`src/verilog/pbowb_pkg.sv`:
```
// package of constants and types for the black offset and white balance stage
package pbowb_pkg;

  // ****************************************
  // register map
  // ****************************************
  localparam logic [3:0] ADDR_CTRL = 4'h0;
  localparam logic [3:0] ADDR_BLACK_SEL = 4'h1;
  localparam logic [3:0] ADDR_BLACK_LEVEL = 4'h2;
  localparam logic [3:0] ADDR_RATIO_SEL = 4'h3;
  localparam logic [3:0] ADDR_RATIO_VAL = 4'h4;
  localparam logic [3:0] ADDR_STATUS = 4'h5;

  // ****************************************
  // fields and reset values
  // ****************************************
  localparam int CTRL_VARIANT_LSB = 0;
  localparam int CTRL_DEPTH12_BIT = 2;
  localparam int CTRL_COLOUR_BIT = 3;
  localparam logic [3:0] CTRL_RESET = 4'h0;
  localparam logic [1:0] BLACK_SEL_ALL = 2'h0;
  localparam logic [9:0] BLACK_RESET = 10'h000;
  // ratio fixed point, 2 integer bits and 7 fraction bits
  localparam int RATIO_FRAC = 7;
  localparam logic [8:0] RATIO_ONE = 9'h080;
  localparam logic [8:0] RATIO_MAX = 9'h1fe;
  localparam logic [9:0] MAX_STD = 10'h0ff;
  localparam logic [9:0] MAX_FAST = 10'h040;
  localparam logic [9:0] MAX_WIDE = 10'h3ff;
  localparam logic [11:0] PIX_MAX8 = 12'h0ff;
  localparam logic [11:0] PIX_MAX12 = 12'hfff;

  // ****************************************
  // types
  // ****************************************
  typedef enum logic [1:0] {
    VAR_STD,
    VAR_FAST,
    VAR_WIDE
  } pbowb_variant_t;

  typedef enum logic [1:0] {
    COL_RED,
    COL_GREEN,
    COL_BLUE
  } pbowb_colour_t;

  typedef struct packed {
    logic valid;
    pbowb_colour_t colour;
    logic [11:0] value;
  } pbowb_pixel_t;

endpackage

```
`src/verilog/pbowb_stage.sv`:
```
// black level offset and white balance pixel stage
//
// The register addresses and the plain strobed port are this design's own decisions.
`timescale 1ns/10ps
`default_nettype none
// How it works
// - add signed offset from black setting to each pixel; larger setting more positive
// - standard variant, 8-bit depth: 16 setting steps per output code
// - standard variant, 12-bit depth: 1 setting step per output code
// - fast variant: 4 setting steps per code, any format
// - wide variant, 8-bit depth: 64 setting steps per code
// - wide variant, 12-bit depth: 4 setting steps per code
// - standard variant accepts settings 0 to 255
// - fast variant accepts settings 0 to 64
// - wide variant accepts settings 0 to 1023
// - separate red, green, blue ratios; ratio one leaves intensity unchanged
// - pixel scaled proportionally by its colour ratio
// - ratios from 0.00 to 3.98 accepted
// - monochrome passes pixels with no ratio scaling
module pbowb_stage (
  input wire logic clk_sys_i,
  input wire logic reset_n_i,
  input wire logic [3:0] addr_i,
  input wire logic [15:0] wdata_i,
  input wire logic wr_i,
  input wire logic rd_i,
  output logic [15:0] rdata_o,
  input wire pbowb_pkg::pbowb_pixel_t pix_i,
  output pbowb_pkg::pbowb_pixel_t pix_o
);

  // ****************************************
  // helpers
  // ****************************************
  function automatic logic [9:0] clamp_set(input logic [9:0] v, input logic [9:0] lim);
    clamp_set = (v > lim) ? lim : v;
  endfunction

  function automatic logic [11:0] sat(input logic signed [22:0] v, input logic [11:0] lim);
    if (v < 0) begin
      sat = 12'h000;
    end else if (v > $signed({11'h000, lim})) begin
      sat = lim;
    end else begin
      sat = v[11:0];
    end
  endfunction

  // ****************************************
  // registers
  // ****************************************
  logic [3:0] ctrl_q;
  logic [1:0] black_sel_q;
  logic [9:0] black_q;
  logic [1:0] ratio_sel_q;
  logic [8:0] ratio_q [3];
  logic [15:0] rdata_q;
  pbowb_pkg::pbowb_pixel_t mid_q;
  pbowb_pkg::pbowb_pixel_t out_q;

  wire pbowb_pkg::pbowb_variant_t variant = pbowb_pkg::pbowb_variant_t'(ctrl_q[pbowb_pkg::CTRL_VARIANT_LSB +: 2]);
  wire depth12 = ctrl_q[pbowb_pkg::CTRL_DEPTH12_BIT];
  wire colour_en = ctrl_q[pbowb_pkg::CTRL_COLOUR_BIT];
  wire [11:0] pix_max = depth12 ? pbowb_pkg::PIX_MAX12 : pbowb_pkg::PIX_MAX8;

  // setting range per variant
  wire [9:0] set_lim = (variant == pbowb_pkg::VAR_FAST) ? pbowb_pkg::MAX_FAST
                     : (variant == pbowb_pkg::VAR_WIDE) ? pbowb_pkg::MAX_WIDE
                     : pbowb_pkg::MAX_STD;
  wire [9:0] wr_black = clamp_set(wdata_i[9:0], set_lim);
  wire [8:0] wr_ratio = (wdata_i[8:0] > pbowb_pkg::RATIO_MAX) ? pbowb_pkg::RATIO_MAX : wdata_i[8:0];

  // ****************************************
  // decode
  // ****************************************
  wire wr_ctrl = wr_i && (addr_i == pbowb_pkg::ADDR_CTRL);
  wire wr_bsel = wr_i && (addr_i == pbowb_pkg::ADDR_BLACK_SEL);
  wire wr_blk = wr_i && (addr_i == pbowb_pkg::ADDR_BLACK_LEVEL) && (black_sel_q == pbowb_pkg::BLACK_SEL_ALL);
  wire wr_rsel = wr_i && (addr_i == pbowb_pkg::ADDR_RATIO_SEL) && (wdata_i[1:0] != 2'h3);
  wire wr_rat = wr_i && (addr_i == pbowb_pkg::ADDR_RATIO_VAL);
  logic [15:0] rd_mux;
  always_comb begin
    if (addr_i == pbowb_pkg::ADDR_CTRL) begin
      rd_mux = {12'h000, ctrl_q};
    end else if (addr_i == pbowb_pkg::ADDR_BLACK_SEL) begin
      rd_mux = {14'h0000, black_sel_q};
    end else if (addr_i == pbowb_pkg::ADDR_BLACK_LEVEL) begin
      rd_mux = {6'h00, black_q};
    end else if (addr_i == pbowb_pkg::ADDR_RATIO_SEL) begin
      rd_mux = {14'h0000, ratio_sel_q};
    end else if (addr_i == pbowb_pkg::ADDR_RATIO_VAL) begin
      rd_mux = {7'h00, ratio_q[ratio_sel_q]};
    end else if (addr_i == pbowb_pkg::ADDR_STATUS) begin
      rd_mux = {3'h0, out_q.valid, out_q.value};
    end else begin
      rd_mux = 16'h0000;
    end
  end

  always_ff @(posedge clk_sys_i) begin
    if (!reset_n_i) begin
      ctrl_q <= pbowb_pkg::CTRL_RESET;
      black_sel_q <= pbowb_pkg::BLACK_SEL_ALL;
      black_q <= pbowb_pkg::BLACK_RESET;
      ratio_sel_q <= 2'h0;
      rdata_q <= 16'h0000;
    end else begin
      if (wr_ctrl) begin
        ctrl_q <= (wdata_i[1:0] == 2'h3) ? {wdata_i[3:2], 2'h0} : wdata_i[3:0];
      end
      if (wr_bsel) begin
        black_sel_q <= wdata_i[1:0];
      end
      if (wr_blk) begin
        black_q <= wr_black;
      end else if (black_q > set_lim) begin
        black_q <= set_lim;
      end
      if (wr_rsel) begin
        ratio_sel_q <= wdata_i[1:0];
      end
      rdata_q <= rd_i ? rd_mux : 16'h0000;
    end
  end

  // one ratio per colour, only the selected one written
  always_ff @(posedge clk_sys_i) begin
    for (int i = 0; i < 3; i++) begin
      if (!reset_n_i) begin
        ratio_q[i] <= pbowb_pkg::RATIO_ONE;
      end else if (wr_rat && (ratio_sel_q == 2'(i))) begin
        ratio_q[i] <= wr_ratio;
      end
    end
  end

  assign rdata_o = rdata_q;

  // ****************************************
  // black offset, setting minus midpoint scaled per variant and depth
  // ****************************************
  wire signed [11:0] centred = $signed({2'b00, black_q}) - $signed({2'b00, set_lim >> 1});
  logic signed [11:0] offset;
  always_comb begin
    case (variant)
      pbowb_pkg::VAR_FAST: offset = centred >>> 2;
      pbowb_pkg::VAR_WIDE: offset = depth12 ? (centred >>> 2) : (centred >>> 6);
      default: offset = depth12 ? centred : (centred >>> 4);
    endcase
  end

  wire signed [22:0] offs_sum = 23'($signed({1'b0, pix_i.value})) + 23'(offset);
  wire [11:0] offs_pix = sat(offs_sum, pix_max);

  // ****************************************
  // white balance, one multiply
  // ****************************************
  // unused colour code passes at unity gain
  wire [8:0] gain = (mid_q.colour == 2'h3) ? pbowb_pkg::RATIO_ONE : ratio_q[mid_q.colour];
  wire [20:0] prod = mid_q.value * gain;
  wire [11:0] wb_pix = sat(23'(prod >> pbowb_pkg::RATIO_FRAC), pix_max);

  always_ff @(posedge clk_sys_i) begin
    if (!reset_n_i) begin
      mid_q <= '0;
      out_q <= '0;
    end else begin
      mid_q <= '{valid: pix_i.valid, colour: pix_i.colour, value: offs_pix};
      out_q <= '{valid: mid_q.valid, colour: mid_q.colour, value: colour_en ? wb_pix : mid_q.value};
    end
  end

  assign pix_o = out_q;

  // ****************************************
  // checks
  // ****************************************
  chk_mono_passthru: assert property (@(posedge clk_sys_i) disable iff (!reset_n_i)
    !colour_en && mid_q.valid |=> out_q.value == $past(mid_q.value))
    else $error("mono pixel altered");
  chk_ratio_unity: assert property (@(posedge clk_sys_i) disable iff (!reset_n_i)
    colour_en && gain == pbowb_pkg::RATIO_ONE && $stable(ctrl_q) |=> out_q.value == $past(mid_q.value))
    else $error("unity ratio changed pixel");
  chk_out_depth: assert property (@(posedge clk_sys_i) disable iff (!reset_n_i)
    !depth12 ##1 $stable(ctrl_q) |=> out_q.value <= pbowb_pkg::PIX_MAX8)
    else $error("pixel exceeds 8-bit depth");
  chk_ratio_max: assert property (@(posedge clk_sys_i) disable iff (!reset_n_i)
    wr_rat |=> ratio_q[$past(ratio_sel_q)] <= pbowb_pkg::RATIO_MAX)
    else $error("ratio above limit");
  chk_black_sel: assert property (@(posedge clk_sys_i) disable iff (!reset_n_i)
    wr_i && addr_i == pbowb_pkg::ADDR_BLACK_LEVEL && black_sel_q != pbowb_pkg::BLACK_SEL_ALL
    && black_q <= set_lim && $stable(ctrl_q) |=> $stable(black_q))
    else $error("black written without all select");
  chk_black_fast: assert property (@(posedge clk_sys_i) disable iff (!reset_n_i)
    variant == pbowb_pkg::VAR_FAST ##1 variant == pbowb_pkg::VAR_FAST |-> black_q <= pbowb_pkg::MAX_FAST)
    else $error("fast setting out of range");
  chk_black_std: assert property (@(posedge clk_sys_i) disable iff (!reset_n_i)
    variant == pbowb_pkg::VAR_STD ##1 variant == pbowb_pkg::VAR_STD |-> black_q <= pbowb_pkg::MAX_STD)
    else $error("std setting out of range");
  chk_pipe_valid: assert property (@(posedge clk_sys_i) disable iff (!reset_n_i)
    pix_i.valid |-> ##2 out_q.valid)
    else $error("pixel lost");
  chk_ratio_sel: assert property (@(posedge clk_sys_i) disable iff (!reset_n_i)
    wr_rat && ratio_sel_q != 2'h0 |=> $stable(ratio_q[0]))
    else $error("unselected ratio changed");

  // ****************************************
  // offset checks
  // ****************************************
  chk_offset_zero: assert property (@(posedge clk_sys_i) disable iff (!reset_n_i)
    black_q == (set_lim >> 1) && pix_i.value <= pix_max
    |=> mid_q.value == $past(pix_i.value))
    else $error("offset not zero at midpoint");
  chk_offset_up: assert property (@(posedge clk_sys_i) disable iff (!reset_n_i)
    black_q > (set_lim >> 1) && pix_i.value <= pix_max
    |=> mid_q.value >= $past(pix_i.value))
    else $error("high setting lowered pixel");
  chk_offset_down: assert property (@(posedge clk_sys_i) disable iff (!reset_n_i)
    black_q < (set_lim >> 1)
    |=> mid_q.value <= $past(pix_i.value))
    else $error("low setting raised pixel");
  chk_std8_step: assert property (@(posedge clk_sys_i) disable iff (!reset_n_i)
    variant == pbowb_pkg::VAR_STD && !depth12 && black_q == 10'h08f
    |-> offset == 12'sh001)
    else $error("std 8-bit step not one code");
  chk_std8_hold: assert property (@(posedge clk_sys_i) disable iff (!reset_n_i)
    variant == pbowb_pkg::VAR_STD && !depth12 && black_q == 10'h08e
    |-> offset == 12'sh000)
    else $error("std 8-bit step too fine");
  chk_std12_step: assert property (@(posedge clk_sys_i) disable iff (!reset_n_i)
    variant == pbowb_pkg::VAR_STD && depth12 && black_q == 10'h080
    |-> offset == 12'sh001)
    else $error("std 12-bit step not one code");
  chk_std12_hold: assert property (@(posedge clk_sys_i) disable iff (!reset_n_i)
    variant == pbowb_pkg::VAR_STD && depth12 && black_q == 10'h07f
    |-> offset == 12'sh000)
    else $error("std 12-bit midpoint not zero");
  chk_fast8_step: assert property (@(posedge clk_sys_i) disable iff (!reset_n_i)
    variant == pbowb_pkg::VAR_FAST && !depth12 && black_q == 10'h024
    |-> offset == 12'sh001)
    else $error("fast 8-bit step not one code");
  chk_fast12_step: assert property (@(posedge clk_sys_i) disable iff (!reset_n_i)
    variant == pbowb_pkg::VAR_FAST && depth12 && black_q == 10'h024
    |-> offset == 12'sh001)
    else $error("fast 12-bit step not one code");
  chk_fast_hold: assert property (@(posedge clk_sys_i) disable iff (!reset_n_i)
    variant == pbowb_pkg::VAR_FAST && black_q == 10'h023
    |-> offset == 12'sh000)
    else $error("fast step too fine");
  chk_wide8_step: assert property (@(posedge clk_sys_i) disable iff (!reset_n_i)
    variant == pbowb_pkg::VAR_WIDE && !depth12 && black_q == 10'h23f
    |-> offset == 12'sh001)
    else $error("wide 8-bit step not one code");
  chk_wide8_hold: assert property (@(posedge clk_sys_i) disable iff (!reset_n_i)
    variant == pbowb_pkg::VAR_WIDE && !depth12 && black_q == 10'h23e
    |-> offset == 12'sh000)
    else $error("wide 8-bit step too fine");
  chk_wide12_step: assert property (@(posedge clk_sys_i) disable iff (!reset_n_i)
    variant == pbowb_pkg::VAR_WIDE && depth12 && black_q == 10'h203
    |-> offset == 12'sh001)
    else $error("wide 12-bit step not one code");
  chk_wide12_hold: assert property (@(posedge clk_sys_i) disable iff (!reset_n_i)
    variant == pbowb_pkg::VAR_WIDE && depth12 && black_q == 10'h202
    |-> offset == 12'sh000)
    else $error("wide 12-bit step too fine");
  chk_black_std_acc: assert property (@(posedge clk_sys_i) disable iff (!reset_n_i)
    wr_blk && variant == pbowb_pkg::VAR_STD && wdata_i[9:0] <= pbowb_pkg::MAX_STD
    |=> black_q == $past(wdata_i[9:0]))
    else $error("std setting in range refused");
  chk_black_fast_acc: assert property (@(posedge clk_sys_i) disable iff (!reset_n_i)
    wr_blk && variant == pbowb_pkg::VAR_FAST && wdata_i[9:0] <= pbowb_pkg::MAX_FAST
    |=> black_q == $past(wdata_i[9:0]))
    else $error("fast setting in range refused");
  chk_black_wide_acc: assert property (@(posedge clk_sys_i) disable iff (!reset_n_i)
    wr_blk && variant == pbowb_pkg::VAR_WIDE && wdata_i[9:0] <= pbowb_pkg::MAX_WIDE
    |=> black_q == $past(wdata_i[9:0]))
    else $error("wide setting in range refused");

  // ****************************************
  // ratio checks
  // ****************************************
  chk_ratio_up: assert property (@(posedge clk_sys_i) disable iff (!reset_n_i)
    colour_en && $stable(ctrl_q) && gain > pbowb_pkg::RATIO_ONE
    |=> out_q.value >= $past(mid_q.value))
    else $error("ratio above one lowered pixel");
  chk_ratio_down: assert property (@(posedge clk_sys_i) disable iff (!reset_n_i)
    colour_en && $stable(ctrl_q) && gain < pbowb_pkg::RATIO_ONE
    |=> out_q.value <= $past(mid_q.value))
    else $error("ratio below one raised pixel");
  chk_ratio_accept: assert property (@(posedge clk_sys_i) disable iff (!reset_n_i)
    wr_rat && wdata_i[8:0] <= pbowb_pkg::RATIO_MAX
    |=> ratio_q[$past(ratio_sel_q)] == $past(wdata_i[8:0]))
    else $error("ratio in range refused");
  chk_ratio_sel_blue: assert property (@(posedge clk_sys_i) disable iff (!reset_n_i)
    wr_rat && ratio_sel_q != 2'h2
    |=> $stable(ratio_q[2]))
    else $error("unselected blue ratio changed");

endmodule
`default_nettype wire
```
`config.mk`:
```
export PLATFORM = sky130hd
export DESIGN_NAME = pbowb_stage
export DESIGN_NICKNAME = d
export VERILOG_FILES = /design/src/verilog/pbowb_pkg.sv /design/src/verilog/pbowb_stage.sv
export SDC_FILE = /design/constraint.sdc
export NUM_CORES = 1
export LEC_CHECK = 0
export BUFFER_PORTS_ARGS = -buffer_cell sky130_fd_sc_hd__buf_4
export CAP_MARGIN = 0
export CORE_MARGIN = 5
export CORE_UTILIZATION = 56
export CTS_BUF_LIST = sky130_fd_sc_hd__clkbuf_16
export DETAILED_ROUTE_END_ITERATION = 10
export HOLD_SLACK_MARGIN = 0.15
export PLACE_DENSITY = 0.78
export SLEW_MARGIN = 15
export SYNTH_ARGS = -nofsm -noshare
export SYNTH_HDL_FRONTEND = slang
export SYNTH_SLANG_ARGS = --single-unit
```
`constraint.sdc`:
```
create_clock -name clk_sys_i -period 6.7 [get_ports clk_sys_i]
set_input_delay 0.335 -clock clk_sys_i [delete_from_list [all_inputs] [get_ports clk_sys_i]]
set_output_delay 0.335 -clock clk_sys_i [all_outputs]
set_load 0.005 [all_outputs]
```
==> insert_results.sql <==
INSERT INTO impl_metrics (metric_group, metric, value, unit) VALUES
('floorplanning', 'design.die.area', '19200', 'sq um'),
('route', 'dr_total_vias', '8243', ''),
('global_route', 'grtUsageTotal', '0.243', ''),
('place', 'port-buffer-count', '60', ''),
('synth', 'dominantRegCellSynth', 'sky130_fd_sc_hd__dfxtp_1', ''),
('synth', 'post_synth_main_area_contributors', 'sky130_fd_sc_hd__fa_1, sky130_fd_sc_hd__dfxtp_1, sky130_fd_sc_hd__ha_1', ''),
('global_route', 'grt_pass1_wl', '38500', 'um'),
('route', 'post_drt_wl_per_cell', '17.9', 'um'),
('clock_network', 'clock_latency', '350', 'ps'),
('setup_path', 'critical_path.startpoint_type', 'register', ''),
('place', 'place_worst_setup_slack', '-124', 'ps'),
('route', 'drt-total-wl', '25000', 'um'),
('timing', 'maxClockFrequency', '0.152', 'GHz'),
('clock_network', 'hold_buffers', '0', ''),
('synth', 'post_synth_instance_area', '9240', 'sq um'),
('clock_network', 'clock_tree.buffer_depth', '2', ''),
('synth', 'yosysSeqAreaShare', '0.224', ''),
('floorplanning', 'io_pins', '70', ''),
('synth', 'proportion_of_register_bits_with_asynchronous_set_or_reset_after_synthesis', '0', ''),
('place', 'placed_cells_incl_taps', '1355', ''),
('route', 'drt_first_pass_iters', '7', ''),
('timing', 'final.min_clock_period', '6560', 'ps'),
('layout', 'final_cells', '1397', ''),
('synth', 'synth.ff_latch_count', '90', ''),
('global_route', 'number_of_antenna_violations_at_the_first_check_in_global_routing', '0', ''),
('setup_path', 'setup.worst_path.class', 'reg2reg', ''),
('timing', 'fin_tns_setup', '0', 'ps'),
('timing', 'final_setup_vio_count', '0', ''),
('synth', 'synth_edf_count', '27', ''),
('setup_path', 'worstSetupStartpoint', 'mid_q[13]$_SDFF_PN0_', ''),
('place', 'post-dp-hpwl', '18400', 'um'),
('clock_network', 'clk_slew_on_worst_s_h_paths', '70', 'ps'),
('setup_path', 'worst_r2r_startpoint', 'mid_q[13]$_SDFF_PN0_', ''),
('synth', 'ys_warn_count', '0', ''),
('clock_network', 'cts_root_buf', 'sky130_fd_sc_hd__clkbuf_16', ''),
('timing', 'timing.final.hold_violations', '0', ''),
('hold_path', 'hold_path_class', 'in2reg', ''),
('route', 'drt_iter0_drc', '829', ''),
('layout', 'areaGrowthSynthToFinish', '21.8', '%'),
('setup_path', 'cp_max_fo', '7', ''),
('place', 'routabilityCongestion', '0.902', ''),
('clock_network', 'cts_tree', 'yes', ''),
('power', 'power-per-cell-area', '299', 'nW/um^2'),
('job', 'timing.max_cap.violations', '0', ''),
('timing', 'timing.clock.skew', '14.3', 'ps'),
('power', 'p_leak', '5.00', 'nW'),
('timing', 'fin_crit_sh', '0.979', ''),
('route', 'detail_route.vias_per_cell', '5.90', ''),
('hold_path', 'hold_start', 'pix_i[13]', ''),
('layout', 'fillerInstances', '1224', ''),
('layout', 'drive_gt1_frac', '0.239', ''),
('place', 'detailed_place.area', '10300', 'sq um'),
('timing', 'worst_slew_pin_slew', '1150', 'ps'),
('power', 'p_total', '3.37', 'mW'),
('route', 'post-route-drc-count', '0', ''),
('global_route', 'grt_max_degree', '49', ''),
('timing', 'max_slew_margin', '0.231', ''),
('synth', 'post-synth-top-area-fraction', '0.154', ''),
('status', 'status', 'completed', ''),
('timing', 'timing_max_transition_violations_final', '0', ''),
('floorplanning', 'area_of_the_core', '16400', 'sq um'),
('layout', 'post-route-util', '0.686', ''),
('setup_path', 'worst_ep_required_time', '6870', 'ps'),
('setup_path', 'crit_path_end_kind', 'register', ''),
('synth', 'yosys.cell_count.top_type', 'sky130_fd_sc_hd__inv_1', ''),
('global_route', 'grt_pass1_vias', '7851', ''),
('layout', 'antenna_cells_inserted', '0', ''),
('synth', 'per_instance_average_area_after_synthesis', '8.69', 'sq um'),
('floorplanning', 'die_h', '138', 'um'),
('global_route', 'grt_overflow_total', '0', ''),
('floorplanning', 'placement_rows', '47', '');
[sequential cells by signal, indices dropped and copies added, names as in the netlist, named ones only]
register / count
mid_q: 15
ctrl_q: 4
black_q: 10
pix_o: 15
rdata_o: 13
ratio_sel_q: 2
black_sel_q: 2
ratio_q: 27
[layout make-up]
cell class	instances	area [sq um]	share of cell area
Timing Repair Buffer	163	1330	0.118
Inverter	117	442	0.0392
Sequential cell	90	2080	0.185
Clock buffer	9	225	0.0200
Tap cell	220	275	0.0245
Clock inverter	7	70.1	0.00623
Multi-Input combinational cell	791	6830	0.607
[cell families after synthesis]
kind of cell,share of synthesized area
AND/OR/NAND/NOR,0.205
AO/OA/AOI/OAI,0.163
buffers and inverters,0.0782
adder cells (fa/ha/maj),0.251
flip-flops,0.224
multiplexers,0.0437
XOR/XNOR,0.0341
other,0.000406
[routing by layer]
layer / GRT usage / wire length [um]
met1: 0.324 / 10200
met2: 0.406 / 12200
met3: 0.0342 / 1830
met4: 0.0853 / 693
met5: 0 / 0
[power by group]
group	internal (mW)	total (mW)	switching, mW	leakage (nW)
sequential	0.610	0.712	0.102	0.780
combinational	1.02	2.15	1.13	4.08
clock	0.262	0.503	0.241	0.142
total	1.89	3.37	1.48	5.00
[cells in the final DEF (no fill, tap or decap), types with 7 or more instances in the layout]
cell type | synthesis | layout
sky130_fd_sc_hd__clkbuf_16 | 0 | 10
sky130_fd_sc_hd__dfxtp_1 | 63 | 61
sky130_fd_sc_hd__a31oi_1 | 14 | 14
sky130_fd_sc_hd__and2_1 | 79 | 79
sky130_fd_sc_hd__fa_1 | 71 | 66
sky130_fd_sc_hd__buf_4 | 4 | 150
sky130_fd_sc_hd__mux2i_1 | 37 | 34
sky130_fd_sc_hd__edfxtp_1 | 27 | 27
sky130_fd_sc_hd__inv_2 | 2 | 11
sky130_fd_sc_hd__nor2b_1 | 21 | 19
sky130_fd_sc_hd__xnor2_1 | 24 | 22
sky130_fd_sc_hd__inv_1 | 115 | 105
sky130_fd_sc_hd__nor3_1 | 24 | 23
sky130_fd_sc_hd__o211ai_1 | 8 | 8
sky130_fd_sc_hd__ha_1 | 72 | 60
sky130_fd_sc_hd__nand4_1 | 7 | 7
sky130_fd_sc_hd__nand3_1 | 11 | 9
sky130_fd_sc_hd__nand2_1 | 99 | 96
sky130_fd_sc_hd__nor4_1 | 16 | 15
sky130_fd_sc_hd__a21oi_1 | 39 | 35
sky130_fd_sc_hd__o21ai_2 | 1 | 10
sky130_fd_sc_hd__ha_4 | 0 | 11
sky130_fd_sc_hd__o21ai_0 | 56 | 44
sky130_fd_sc_hd__xor2_1 | 12 | 12
sky130_fd_sc_hd__nand2b_1 | 8 | 8
sky130_fd_sc_hd__o21a_1 | 8 | 8
sky130_fd_sc_hd__nor2_1 | 50 | 49
sky130_fd_sc_hd__a21o_1 | 13 | 13
[timing repair]
item	in CTS	in global routing
cloned	1	2
resized for setup	23	75
setup buffers	7	17
pin swaps	22	51
endpoints found under the setup margin	22	22
[path summary, 6_finish.rpt]
path	endpoint	slack [ps]	depth (start not counted)
max reg2reg	pix_o[5]$_SDFF_PN0_	140	25
max	pix_o[5]$_SDFF_PN0_	140	25
min	mid_q[13]$_SDFF_PN0_	190	2
min reg2reg	pix_o[14]$_SDFF_PN0_	450	1
[critical path, cell delays in order (launching register included)]
cell                       delay [ps]
sky130_fd_sc_hd__dfxtp_4          390
sky130_fd_sc_hd__buf_12           150
sky130_fd_sc_hd__mux2i_1          210
sky130_fd_sc_hd__o21ai_1          130
sky130_fd_sc_hd__buf_4            170
sky130_fd_sc_hd__buf_4            150
sky130_fd_sc_hd__and2_1           180
sky130_fd_sc_hd__fa_1             570
sky130_fd_sc_hd__fa_1             460
sky130_fd_sc_hd__fa_1             560
sky130_fd_sc_hd__inv_1             60
sky130_fd_sc_hd__fa_1             530
sky130_fd_sc_hd__inv_1             50
sky130_fd_sc_hd__ha_1             300
sky130_fd_sc_hd__o21a_1           210
sky130_fd_sc_hd__buf_4            150
sky130_fd_sc_hd__a21oi_2          210
sky130_fd_sc_hd__o31ai_2          100
sky130_fd_sc_hd__xor2_1           200
sky130_fd_sc_hd__ha_1             310
sky130_fd_sc_hd__nand4_1          110
sky130_fd_sc_hd__nor4_2           260
sky130_fd_sc_hd__nand3b_1         110
sky130_fd_sc_hd__o41a_4           450
sky130_fd_sc_hd__nor2_4           220
sky130_fd_sc_hd__a31oi_1          120
Note: power is estimated with default switching activity, not from simulation.
